File: config.mk
export PLATFORM = sky130hd
export DESIGN_NAME = display_hw_reset_sequencer
export DESIGN_NICKNAME = d
export VERILOG_FILES = /design/src/hw_reset_pkg.sv /design/src/display_hw_reset_sequencer.sv
export VERILOG_INCLUDE_DIRS = /design/src
export SDC_FILE = /design/constraint.sdc
export NUM_CORES = 1
export LEC_CHECK = 0
export ABC_AREA = 1
export BUFFER_PORTS_ARGS = -buffer_cell sky130_fd_sc_hd__buf_2
export CAP_MARGIN = 20
export CORE_AREA = 3 3 150 152
export CTS_BUF_LIST = sky130_fd_sc_hd__clkbuf_2
export DETAILED_ROUTE_END_ITERATION = 10
export DIE_AREA = 0 0 153 155
export RECOVER_POWER = 100
export SYNTH_ARGS = -nofsm -noshare
export SYNTH_HDL_FRONTEND = slang
export SYNTH_SLANG_ARGS = --single-unit
File: constraint.sdc
create_clock -name clk_sys_i -period 3 [get_ports clk_sys_i]
set_input_delay 0.3 -clock clk_sys_i [delete_from_list [all_inputs] [get_ports clk_sys_i]]
set_output_delay 0.3 -clock clk_sys_i [all_outputs]
set_load 0.05 [all_outputs]
File: src/hw_reset_cfg.svh
`ifndef HW_RESET_CFG_SVH
`define HW_RESET_CFG_SVH
// clock rate and documented times
`define CLK_HZ            20000000
`define REJECT_NS         5000
`define ACCEPT_NS         9000
`define CANCEL_SLEEP_US   5000
`define CANCEL_AWAKE_US   120000
// glitch filter: accept once low for this many cycles (between reject and accept bounds)
`define FILT_CYC          ((`ACCEPT_NS * (`CLK_HZ / 1000000)) / 1000)
`define REJECT_CYC        ((`REJECT_NS * (`CLK_HZ / 1000000) + 999) / 1000)
// longest times round down
`define CANCEL_SLEEP_CYC  ((`CANCEL_SLEEP_US / 1000) * (`CLK_HZ / 1000))
`define CANCEL_AWAKE_CYC  ((`CANCEL_AWAKE_US / 1000) * (`CLK_HZ / 1000))
`define BLANK_CYC_DEF     `CANCEL_AWAKE_CYC
`define CNT_W             24
`define ID_W              24
`define COMMON_VOLTAGE_SETTING_W            8
`define CFG_W             16
`endif

File: src/hw_reset_pkg.sv
package hw_reset_pkg;
  `include "hw_reset_cfg.svh"
  typedef enum logic [1:0] {
    ST_RUN    = 2'b00,
    ST_RESET  = 2'b01,
    ST_RELOAD = 2'b11,
    ST_SETTLE = 2'b10
  } seq_state_type;
  typedef struct packed {
    logic [`ID_W-1:0]   id_bytes;
    logic [`COMMON_VOLTAGE_SETTING_W-1:0] common_voltage_setting;
    logic [`CFG_W-1:0]  settings;
  } nv_image_type;
endpackage

File: src/display_hw_reset_sequencer.sv
`timescale 1ns/1ps
`include "hw_reset_cfg.svh"
module display_hw_reset_sequencer
  import hw_reset_pkg::*;
#(
  parameter int CANCEL_SLEEP_CYC = `CANCEL_SLEEP_CYC,
  parameter int CANCEL_AWAKE_CYC = `CANCEL_AWAKE_CYC,
  parameter int FILT_CYC         = `FILT_CYC
) (
  input  wire logic         clk_sys_i,
  input  wire logic         rst_i,
  input  wire logic         hw_reset_line_n_i,  // pin, active low
  input  wire logic         sleep_out_i,        // current power mode, 1 = awake
  input  wire logic         cmd_valid_i,        // command from interface logic
  input  wire nv_image_type nv_data_i,          // nonvolatile_store contents
  output logic              cmd_accept_o,
  output logic              blank_o,
  output logic              in_reset_o,
  output logic              reload_done_o,
  output nv_image_type      regs_o
);
  // elaboration checks: the filter must sit between the reject and accept bounds,
  // and every count must fit the shared counter width, or the timers would wrap
  if (FILT_CYC < `REJECT_CYC || FILT_CYC > `FILT_CYC || FILT_CYC < 1) begin : g_bad_filt
    $error("filter length outside reject/accept window");
  end
  if (CANCEL_SLEEP_CYC < 2 || CANCEL_AWAKE_CYC < CANCEL_SLEEP_CYC) begin : g_bad_cancel
    $error("cancel counts inconsistent");
  end
  if (CANCEL_AWAKE_CYC >= (1 << `CNT_W) || FILT_CYC >= (1 << `CNT_W)) begin : g_bad_width
    $error("counts do not fit the timer width");
  end

  logic          sync1_r, sync2_r, filt_r, filt_nxt;
  logic [`CNT_W-1:0] flt_cnt_r, flt_cnt_nxt, tmr_r, tmr_nxt;
  seq_state_type state_r, state_nxt;
  logic          awake_at_start_r, awake_nxt;
  nv_image_type  regs_nxt;
  logic          blank_nxt, in_reset_nxt, done_nxt, accept_nxt;

  // two-flop synchroniser; only sync2_r feeds logic
  always_ff @(posedge clk_sys_i or posedge rst_i) begin
    if (rst_i) begin
      sync1_r <= 1'b1;
      sync2_r <= 1'b1;
    end else begin
      sync1_r <= hw_reset_line_n_i;
      sync2_r <= sync1_r;
    end
  end

  // symmetric filter: level must hold FILT_CYC cycles to flip, so spikes are ignored
  // the same filter guards both edges, so a spike inside a low pulse only clears
  // the counter and never reaches the sequencer; the cost is a fixed release delay
  wire differs   = (sync2_r != filt_r);
  wire flt_full  = (flt_cnt_r == `CNT_W'(FILT_CYC - 1));
  assign filt_nxt    = (differs && flt_full) ? sync2_r : filt_r;
  assign flt_cnt_nxt = (differs && !flt_full) ? flt_cnt_r + `CNT_W'(1) : '0;

  always_ff @(posedge clk_sys_i or posedge rst_i) begin
    if (rst_i) begin
      filt_r    <= 1'b1;
      flt_cnt_r <= '0;
    end else begin
      filt_r    <= filt_nxt;
      flt_cnt_r <= flt_cnt_nxt;
    end
  end

  // edges of the filtered line; the release is counted from the filtered rise
  wire fall_det = filt_r && !filt_nxt;
  wire rise_det = !filt_r && filt_nxt;
  wire [`CNT_W-1:0] limit = awake_at_start_r ? `CNT_W'(CANCEL_AWAKE_CYC)
                                             : `CNT_W'(CANCEL_SLEEP_CYC);
  wire tmr_end  = (tmr_r >= limit - `CNT_W'(1));

  // sequencer; a new filtered fall always wins and restarts the reset
  // the power mode is taken only on a fall seen from run; a fall that restarts a
  // reset already under way keeps the mode of the first fall, since the panel
  // is blank by then and the longer awake wait must not be cut short
  always_comb begin
    state_nxt = state_r;
    tmr_nxt   = tmr_r;
    awake_nxt = awake_at_start_r;
    regs_nxt  = regs_o;
    unique case (state_r)
      ST_RUN: begin
        if (fall_det) begin
          state_nxt = ST_RESET;
          awake_nxt = sleep_out_i;
        end
      end
      ST_RESET: begin
        tmr_nxt = '0;
        if (rise_det) state_nxt = ST_RELOAD;
      end
      ST_RELOAD: begin
        regs_nxt  = nv_data_i;
        tmr_nxt   = tmr_r + `CNT_W'(1);
        state_nxt = ST_SETTLE;
      end
      ST_SETTLE: begin
        tmr_nxt = tmr_r + `CNT_W'(1);
        if (tmr_end) state_nxt = ST_RUN;
      end
    endcase
    if (fall_det && state_r != ST_RUN) begin
      state_nxt = ST_RESET;
    end
  end

  // outputs registered; blanking holds through the whole cancel interval
  // all flags are decoded from the next state so each output leaves a flip-flop
  // in the same cycle the state register changes
  assign blank_nxt    = (state_nxt != ST_RUN);
  assign in_reset_nxt = (state_nxt == ST_RESET);
  assign done_nxt     = (state_nxt == ST_SETTLE) || (state_nxt == ST_RUN && state_r == ST_SETTLE)
                        ? 1'b1 : (state_nxt == ST_RUN ? reload_done_o : 1'b0);
  assign accept_nxt   = cmd_valid_i && (state_nxt == ST_RUN);

  always_ff @(posedge clk_sys_i or posedge rst_i) begin
    if (rst_i) begin
      state_r          <= ST_RESET;
      tmr_r            <= '0;
      awake_at_start_r <= 1'b0;
      regs_o           <= '0;
      blank_o          <= 1'b1;
      in_reset_o       <= 1'b1;
      reload_done_o    <= 1'b0;
      cmd_accept_o     <= 1'b0;
    end else begin
      state_r          <= state_nxt;
      tmr_r            <= tmr_nxt;
      awake_at_start_r <= awake_nxt;
      regs_o           <= (state_nxt == ST_RESET) ? '0 : regs_nxt;
      blank_o          <= blank_nxt;
      in_reset_o       <= in_reset_nxt;
      reload_done_o    <= done_nxt;
      cmd_accept_o     <= accept_nxt;
    end
  end

  // checks on the filter
  reject_short_a: assert property (@(posedge clk_sys_i) disable iff (rst_i)
    (filt_r && !sync2_r && flt_cnt_r < `CNT_W'(FILT_CYC - 1)) |=> filt_r)
    else $error("short low pulse changed filtered line");
  filt_flip_a: assert property (@(posedge clk_sys_i) disable iff (rst_i)
    (filt_r != $past(filt_r)) |-> $past(flt_cnt_r) == `CNT_W'(FILT_CYC - 1))
    else $error("filtered line flipped before full count");
  spike_hold_a: assert property (@(posedge clk_sys_i) disable iff (rst_i)
    (state_r == ST_RESET && sync2_r && flt_cnt_r == '0 && !filt_r) |=> state_r == ST_RESET)
    else $error("spike ended reset");
  // checks on the reload and the cancel interval
  reload_copy_a: assert property (@(posedge clk_sys_i) disable iff (rst_i)
    (state_r == ST_RELOAD && !fall_det) |=> regs_o == $past(nv_data_i))
    else $error("store image not loaded");
  regs_hold_a: assert property (@(posedge clk_sys_i) disable iff (rst_i)
    (state_r == ST_RUN && $past(state_r) == ST_RUN) |-> $stable(regs_o))
    else $error("registers changed outside reload");
  release_reload_a: assert property (@(posedge clk_sys_i) disable iff (rst_i)
    (state_r == ST_RESET && rise_det) |=> state_r == ST_RELOAD)
    else $error("release did not start reload");
  done_settle_a: assert property (@(posedge clk_sys_i) disable iff (rst_i)
    state_r == ST_SETTLE |-> reload_done_o)
    else $error("reload done flag missing after reload");
  blank_reset_a: assert property (@(posedge clk_sys_i) disable iff (rst_i)
    state_r != ST_RUN |-> blank_o)
    else $error("display not blank during reset");
  in_reset_flag_a: assert property (@(posedge clk_sys_i) disable iff (rst_i)
    state_r == ST_RESET |-> in_reset_o)
    else $error("reset flag low while in reset");
  default_regs_a: assert property (@(posedge clk_sys_i) disable iff (rst_i)
    state_r == ST_RESET |-> regs_o == '0)
    else $error("registers not at default in reset");
  blank_release_a: assert property (@(posedge clk_sys_i) disable iff (rst_i)
    (state_r == ST_SETTLE && tmr_end && !fall_det) |=> !blank_o)
    else $error("blanking held past cancel end");
  cancel_bound_a: assert property (@(posedge clk_sys_i) disable iff (rst_i)
    (state_r == ST_SETTLE) |-> tmr_r < limit)
    else $error("cancel interval overran");
  no_cmd_reload_a: assert property (@(posedge clk_sys_i) disable iff (rst_i)
    (state_r != ST_RUN) |-> !cmd_accept_o || $past(state_r) == ST_RUN)
    else $error("command accepted during reload");
  accept_run_a: assert property (@(posedge clk_sys_i) disable iff (rst_i)
    (cmd_valid_i && state_nxt == ST_RUN) |=> cmd_accept_o)
    else $error("command refused in run");
  // main scenarios: a reset, a spike inside it, an awake start, reload and finish
  reset_cv: cover property (@(posedge clk_sys_i) disable iff (rst_i) fall_det);
  spike_cv: cover property (@(posedge clk_sys_i) disable iff (rst_i)
    state_r == ST_RESET && sync2_r && !filt_r);
  awake_cv: cover property (@(posedge clk_sys_i) disable iff (rst_i)
    state_r == ST_RUN && fall_det && sleep_out_i);
  reload_cv: cover property (@(posedge clk_sys_i) disable iff (rst_i) state_r == ST_RELOAD);
  finish_cv: cover property (@(posedge clk_sys_i) disable iff (rst_i)
    state_r == ST_SETTLE ##1 state_r == ST_RUN);
endmodule // display_hw_reset_sequencer

-- Word level (Yosys, flattened, before mapping)
Index checks and enable logic that the tools add are counted.
- flip-flop bits (word level): 106
- word-level logic and storage cells: 58
- bits of input ports: 53
- reductions and logical operators: 19
- $add $sub $neg: 3
- order comparisons: 1
- multiplexer cells: 13
- eq/ne operators: 8
- operators with widths (operator ; number):
    $mux W48 ; 2
    $add A24 B1 Y24 const B ; 2
    $pmux W24 S2 ; 1
    $eq A24 B8 Y1 const B ; 1
    $ge A24 B24 Y1 ; 1
    $mux W24 ; 1
    $sub A22 B1 Y23 const B ; 1
    $mux W22 ; 1
    $mux W2 ; 4
    $pmux W2 S4 ; 1
    $reduce_bool A2 Y1 ; 4
    $logic_and A1 B1 Y1 ; 7
    $eq A2 B2 Y1 const B ; 3
    $eq A2 B1 Y1 const B ; 2
    $logic_not A2 Y1 ; 2
    $logic_not A1 Y1 ; 3
    $mux W1 ; 3
    $ne A2 B1 Y1 const B ; 1
    $reduce_and A2 Y1 ; 1
    $reduce_or A2 Y1 ; 1
    $logic_or A1 B1 Y1 ; 1
    $ne A1 B1 Y1 ; 1

-- Logic depth before layout (Yosys ltp)
- word-level depth: 12
- depth in mapped cells: 13

-- Worst setup path before layout
No wires, ideal clock.
- kind: register to register
- start: register awake_at_start_r
- end: register regs_o[10] (netlist bit)
- buffers on the path: 1
- data arrival time: 1.512 ns
- setup time: 0.124 ns
- cell stages (with the launch flop): 13
- slack: 1.365 ns
- path through: dfrtp_1 > inv_1 > ha_1 > nand2_1 > nor2_1 > nand2_1 > nor2_1 > nand2_1 > nand3_1 > nand2_1 > nand2_4 > buf_6 > a21oi_1
- longest elaborated chain between the ends: 8
- elaborated cells between the ends (all ways): 9
- those cells by class: add/sub: 1; order compare: 1; eq/ne: 1; mux: 5; reduce/logical: 1
- ends and longest elaborated chain (element ; RTL line ; text):
    from (decl) ; display_hw_reset_sequencer.sv:37 ; logic awake_at_start_r, awake_nxt;
    from (signal assigned) ; display_hw_reset_sequencer.sv:134 ; awake_at_start_r <= awake_nxt;
    $mux W22 * ; display_hw_reset_sequencer.sv:73 ; wire [`CNT_W-1:0] limit = awake_at_start_r ? `CNT_W'(CANCEL_AWAKE_CYC)
    $sub A22 B1 Y23 * ; display_hw_reset_sequencer.sv:75 ; wire tmr_end = (tmr_r >= limit - `CNT_W'(1));
    $ge A24 B24 Y1 * ; display_hw_reset_sequencer.sv:75 ;
    $mux W2 * ; display_hw_reset_sequencer.sv:104 ; if (tmr_end) state_nxt = ST_RUN;
    $pmux W2 S4 * ; display_hw_reset_sequencer.sv:86 ; unique case (state_r)
    $mux W2 * ; display_hw_reset_sequencer.sv:107 ; if (fall_det && state_r != ST_RUN) begin
    $eq A2 B1 Y1 * ; display_hw_reset_sequencer.sv:135 ; regs_o <= (state_nxt == ST_RESET) ? '0 : regs_nxt;
    $mux W48 or $reduce_bool A2 Y1 (tied branches) ; - ;
    to (signal assigned) ; display_hw_reset_sequencer.sv:135 ;
    to (decl) ; display_hw_reset_sequencer.sv:20 ; output nv_image_type regs_o
Every way passes the cells marked *; elsewhere a longest branch is shown, timed or not.
A chain may end at the register's enable or synchronous reset.

-- Final worst setup path
- start: register flt_cnt_r[0]
- end: register regs_o[25] (netlist bit)
- longest elaborated chain between the ends: 10
- elaborated cells between the ends (all ways): 14
- those cells by class: eq/ne: 2; mux: 6; reduce/logical: 6
- ends and longest elaborated chain (element ; RTL line ; text):
    from (decl) ; display_hw_reset_sequencer.sv:35 ; logic [`CNT_W-1:0] flt_cnt_r, flt_cnt_nxt, tmr_r, tmr_nxt;
    from (signal assigned) ; display_hw_reset_sequencer.sv:66 ; flt_cnt_r <= flt_cnt_nxt;
    $eq A24 B8 Y1 * ; display_hw_reset_sequencer.sv:56 ; wire flt_full = (flt_cnt_r == `CNT_W'(FILT_CYC - 1));
    $logic_and A1 B1 Y1 * ; display_hw_reset_sequencer.sv:57 ; assign filt_nxt = (differs && flt_full) ? sync2_r : filt_r;
    $mux W1 * ; display_hw_reset_sequencer.sv:57 ;
    $logic_not A1 Y1 ; display_hw_reset_sequencer.sv:71 ; wire fall_det = filt_r && !filt_nxt;
    $logic_and A1 B1 Y1 ; display_hw_reset_sequencer.sv:71 ;
    $mux W2 ; display_hw_reset_sequencer.sv:88 ; if (fall_det) begin
    $pmux W2 S4 ; display_hw_reset_sequencer.sv:86 ;
    $mux W2 * ; display_hw_reset_sequencer.sv:107 ;
    $eq A2 B1 Y1 * ; display_hw_reset_sequencer.sv:135 ;
    $mux W48 or $reduce_bool A2 Y1 (tied branches) ; - ;
Marked as above.

==> summary.txt <==
Run status
  • Status: finished, violations left
  • Failing checks: max-capacitance violations

Power and ir drop
  • Pwr dens: 379 mW/mm^2
  • Pwr Total: around 0.0025 W
  • Peak VDD IR: 0.210 mV
  • Leak Pwr: between 3 and 4 nW

Floorplan
  • Core Footprint: 0.0212 sq mm
  • Io pins: 105
  • Die Y-Extent: ~160 um
  • Die area: 0.0237 sq mm
  • Row count: 53
  • Die width: 153 um
  • Starting Density: 0.249

GRT
  • Vias in the first global route: 4565
  • Grt met2 use: 0.187
  • Met3 GRT Util: 0.0300
  • GRT Residual Overflow: 0
  • Largest net degree at the start of global routing: 57
  • First-pass GRT wire length: 22100 um
  • GR Layer Usage met1: 0.145
  • Busiest grt layer: met2
  • Antenna violations before repair: 0
  • Overall Global Routing Usage: 0.111

Logic synthesis
  • Post-Synth XOR/XNOR Area: 0.0216
  • Synth Area in Compound Gates: 0.0887
  • Post-synth top area share: 0.474
  • Synth area leader: dfrtp_1
  • Fraction of registers with async set/reset: 1.00
  • Post-Synth Simple-Gate Area: 0.205
  • Post-synthesis register bit count: between 100 and 150
  • Synth top cells by count: 100 x dfrtp_1, 95 x nand2_1, 75 x nor2_1, 63 x a21oi_1
  • Main combinational cell family by area after synthesis: simple AND/OR/NAND/NOR gates
  • Synth warn: 0
  • Cell Area, Synth: 0.00528 sq mm
  • Post-Syn Nets: 652
  • Sequential area share after synthesis: 0.504
  • Top cells by area, synth: dfrtp_1 47%, mux2i_1 9.7%, nand2_1 6.8%
  • Syn avg cell area: between 8 and 9 sq um
  • Most numerous cell in the Yosys netlist: dfrtp_1
  • Post-synth EDFFs: 0
  • Post-synth top flop: dfrtp_1
  • Post-synthesis mux area share: 0.0968
  • Post-Synth Adder-Cell Area: 0.0213
  • Post-Syn Instances: 590
  • Distinct cells, synth: 34

Placed design
  • Dpl cells: 956
  • Hpwl dp: 9020 um
  • RD Place Congestion: 0.843
  • Port bufs: 104
  • Placed cell area: 0.00609 sq mm

Clocking
  • H-tree lvl count: 3
  • Worst-path clk slew: 0.29 ns
  • CTS Buffer Depth: 2
  • Clock Sinks: ~110
  • Root buffer cell: clkbuf_2
  • Clk Latency, worst-skew pair: 0.62 ns
  • CTS tree: yes
  • Cts repair resizes: 0
  • CTS Buf Count: 9

Finish
  • Design area: 0.00664 sq mm
  • Final Non-Filler Cells: 1024
  • Fill cells: 2208
  • Nets: 806
  • Antenna diodes: 0
  • Syn-to-layout area delta: 25.8%
  • Share of layout cells above drive strength 1: 0.116

Timing
  • Worst slew pin tran: 1.49 ns
  • Period utilization: 0.784
  • Final setup TNS: 0 ns
  • FMAX: 0.425 GHz
  • Final hold vios: 0
  • RSZ-0062 raised after global routing: no
  • Final setup viols: 0
  • Final min period: around 2.4 ns
  • Final Slew Violations: 0
  • Clock skew: 0.0620 ns
  • Slew HR: 0.00141

Hold path
  • WHS Endpoint: sync1_r
  • Min-Delay Startpoint: hw_reset_line_n_i
  • Hold depth: 2
  • Worst Hold Class: input pin to flip-flop

Worst setup path
  • Arrival time worst endpoint: 2.81 ns
  • Data required, critical path: ~3.5 ns
  • Crit path max fanout: 27
  • Worst setup SP type: flip-flop
  • Worst reg2reg startpoint: flt_cnt_r[0]
  • Reg2reg setup slack: 0.65 ns
  • CP Capture Type: flip-flop
  • Reg2Reg Capture Point: regs_o[25]
  • R2R cell count: 9
  • Setup Crit Path Kind: flip-flop to flip-flop

Drt
  • Initial DRT Pass Iterations: 6
  • Vias: 4562
  • Routed len/inst: 12.8 um
  • Routed WL: 13100 um
  • Post-route ant nets: 0
  • Routed vias/inst: 4.46
  • Remaining DRCs: 0
  • 1st-iter DRT viols: 230

Job
  • Number of max-cap violations: 1
==> metal layers <==
layer  vias to the layer above  routed length [um]  part of all wire
li1                       2278                   -                 -
met1                      2149                6100              0.46
met2                       124                6120              0.47
met3                        11                 778             0.059
met4                         0                 124            0.0094
met5                         -                   0                 0
==> cell families (layout without fill, tap and decap cells) <==
group / Yosys count / count (layout)
and+or+nand+nor: 247 / 247
DFF: 106 / 106
AOI/OAI and AO/OA: 91 / 91
buffers and inverters: 73 / 232
muxes: 51 / 51
xor gates and xnor gates: 13 / 13
adders and majority gates: 9 / 9
==> critical path, cell delays in order, from the launching register on <==
cell and delay (ns):
dfrtp_1 0.47, ha_1 0.27, nand2_1 0.07, nor2_1 0.11
nand3_1 0.17, nor3_1 0.29, nor2_1 0.16, inv_2 0.37
buf_12 0.23, a21oi_1 0.09
==> registers in the layout, indices dropped and copies added (netlist names) <==
signal	flops
state_r	2
awake_at_start_r	1
filt_r	1
blank_o	1
flt_cnt_r	24
regs_o	48
sync1_r	1
reload_done_o	1
tmr_r	24
in_reset_o	1
cmd_accept_o	1
sync2_r	1
==> cell type report <==
type | instances | area (sq um) | area share
Tap cell | 275 | 344 | 0.0518
Multi-Input combinational cell | 411 | 2270 | 0.342
Clock inverter | 7 | 78.8 | 0.0119
Clock buffer | 9 | 45.0 | 0.00679
Timing Repair Buffer | 161 | 1030 | 0.156
Sequential cell | 106 | 2660 | 0.401
Inverter | 55 | 208 | 0.0313
==> cell usage in the layout (no fill, tap or decap), drive strengths merged <==
cell | Yosys | layout
a211oi | 1 | 1
a21oi | 63 | 63
a22oi | 1 | 1
a31oi | 1 | 1
buf | 15 | 56
clkbuf | 3 | 62
clkinv | 1 | 4
clkinvlp | 0 | 1
dfrtp | 100 | 100
dfstp | 6 | 6
dlygate4sd3 | 0 | 52
ha | 9 | 9
inv | 54 | 57
mux2i | 51 | 51
nand2 | 97 | 97
nand3 | 38 | 38
nand4 | 10 | 10
nor2 | 80 | 80
nor3 | 16 | 16
nor3b | 2 | 2
nor4 | 3 | 3
o21a | 1 | 1
o21ai | 22 | 22
o22ai | 1 | 1
o31ai | 1 | 1
or3 | 1 | 1
xnor2 | 4 | 4
xor2 | 9 | 9
==> power by group <==
| part | internal [W] | total, W | switching (W) |
|---|---|---|---|
| clock network | 0.000144 | 0.000685 | 0.000541 |
| logic | 0.000113 | 0.000332 | 0.000219 |
| registers | 0.00147 | 0.00150 | 0.0000262 |
| total | 0.00173 | 0.00252 | 0.000786 |
==> stage by stage <==
stage / util / hold WS (ns) / setup slack (ns)
2_1_floorplan: - / 0.304 / 1.36
3_3_place_gp: 0.288 / 0.346 / 0.899
3_5_place_dp: 0.288 / 0.349 / 0.836
4_1_cts: 0.318 / 0.290 / 0.778
5_1_grt: 0.314 / 0.274 / 0.381
6_report: 0.314 / 0.350 / 0.648
==> worst max path at each step <==
| stage | from | end | slack, ns | cells after the start |
|---|---|---|---|---|
| 3_5_place_dp | flt_cnt_r[0] | regs_o[25] | 0.84 | 9 |
| 3_3_place_gp | awake_at_start_r | cmd_accept_o | 0.90 | 12 |
| 2_1_floorplan | awake_at_start_r | regs_o[10] | 1.36 | 12 |
| 6_report | flt_cnt_r[0] | regs_o[25] | 0.65 | 9 |
| 5_1_grt | flt_cnt_r[0] | regs_o[32] | 0.38 | 9 |
| 4_1_cts | awake_at_start_r | cmd_accept_o | 0.78 | 12 |
==> what timing repair did <==
action | CTS | global route
hold buffers | 52 | 0
endpoints found under the hold margin | 81 | 0
setup buffers | 0 | 0
No activity file was read; power rests on OpenSTA's default activity.
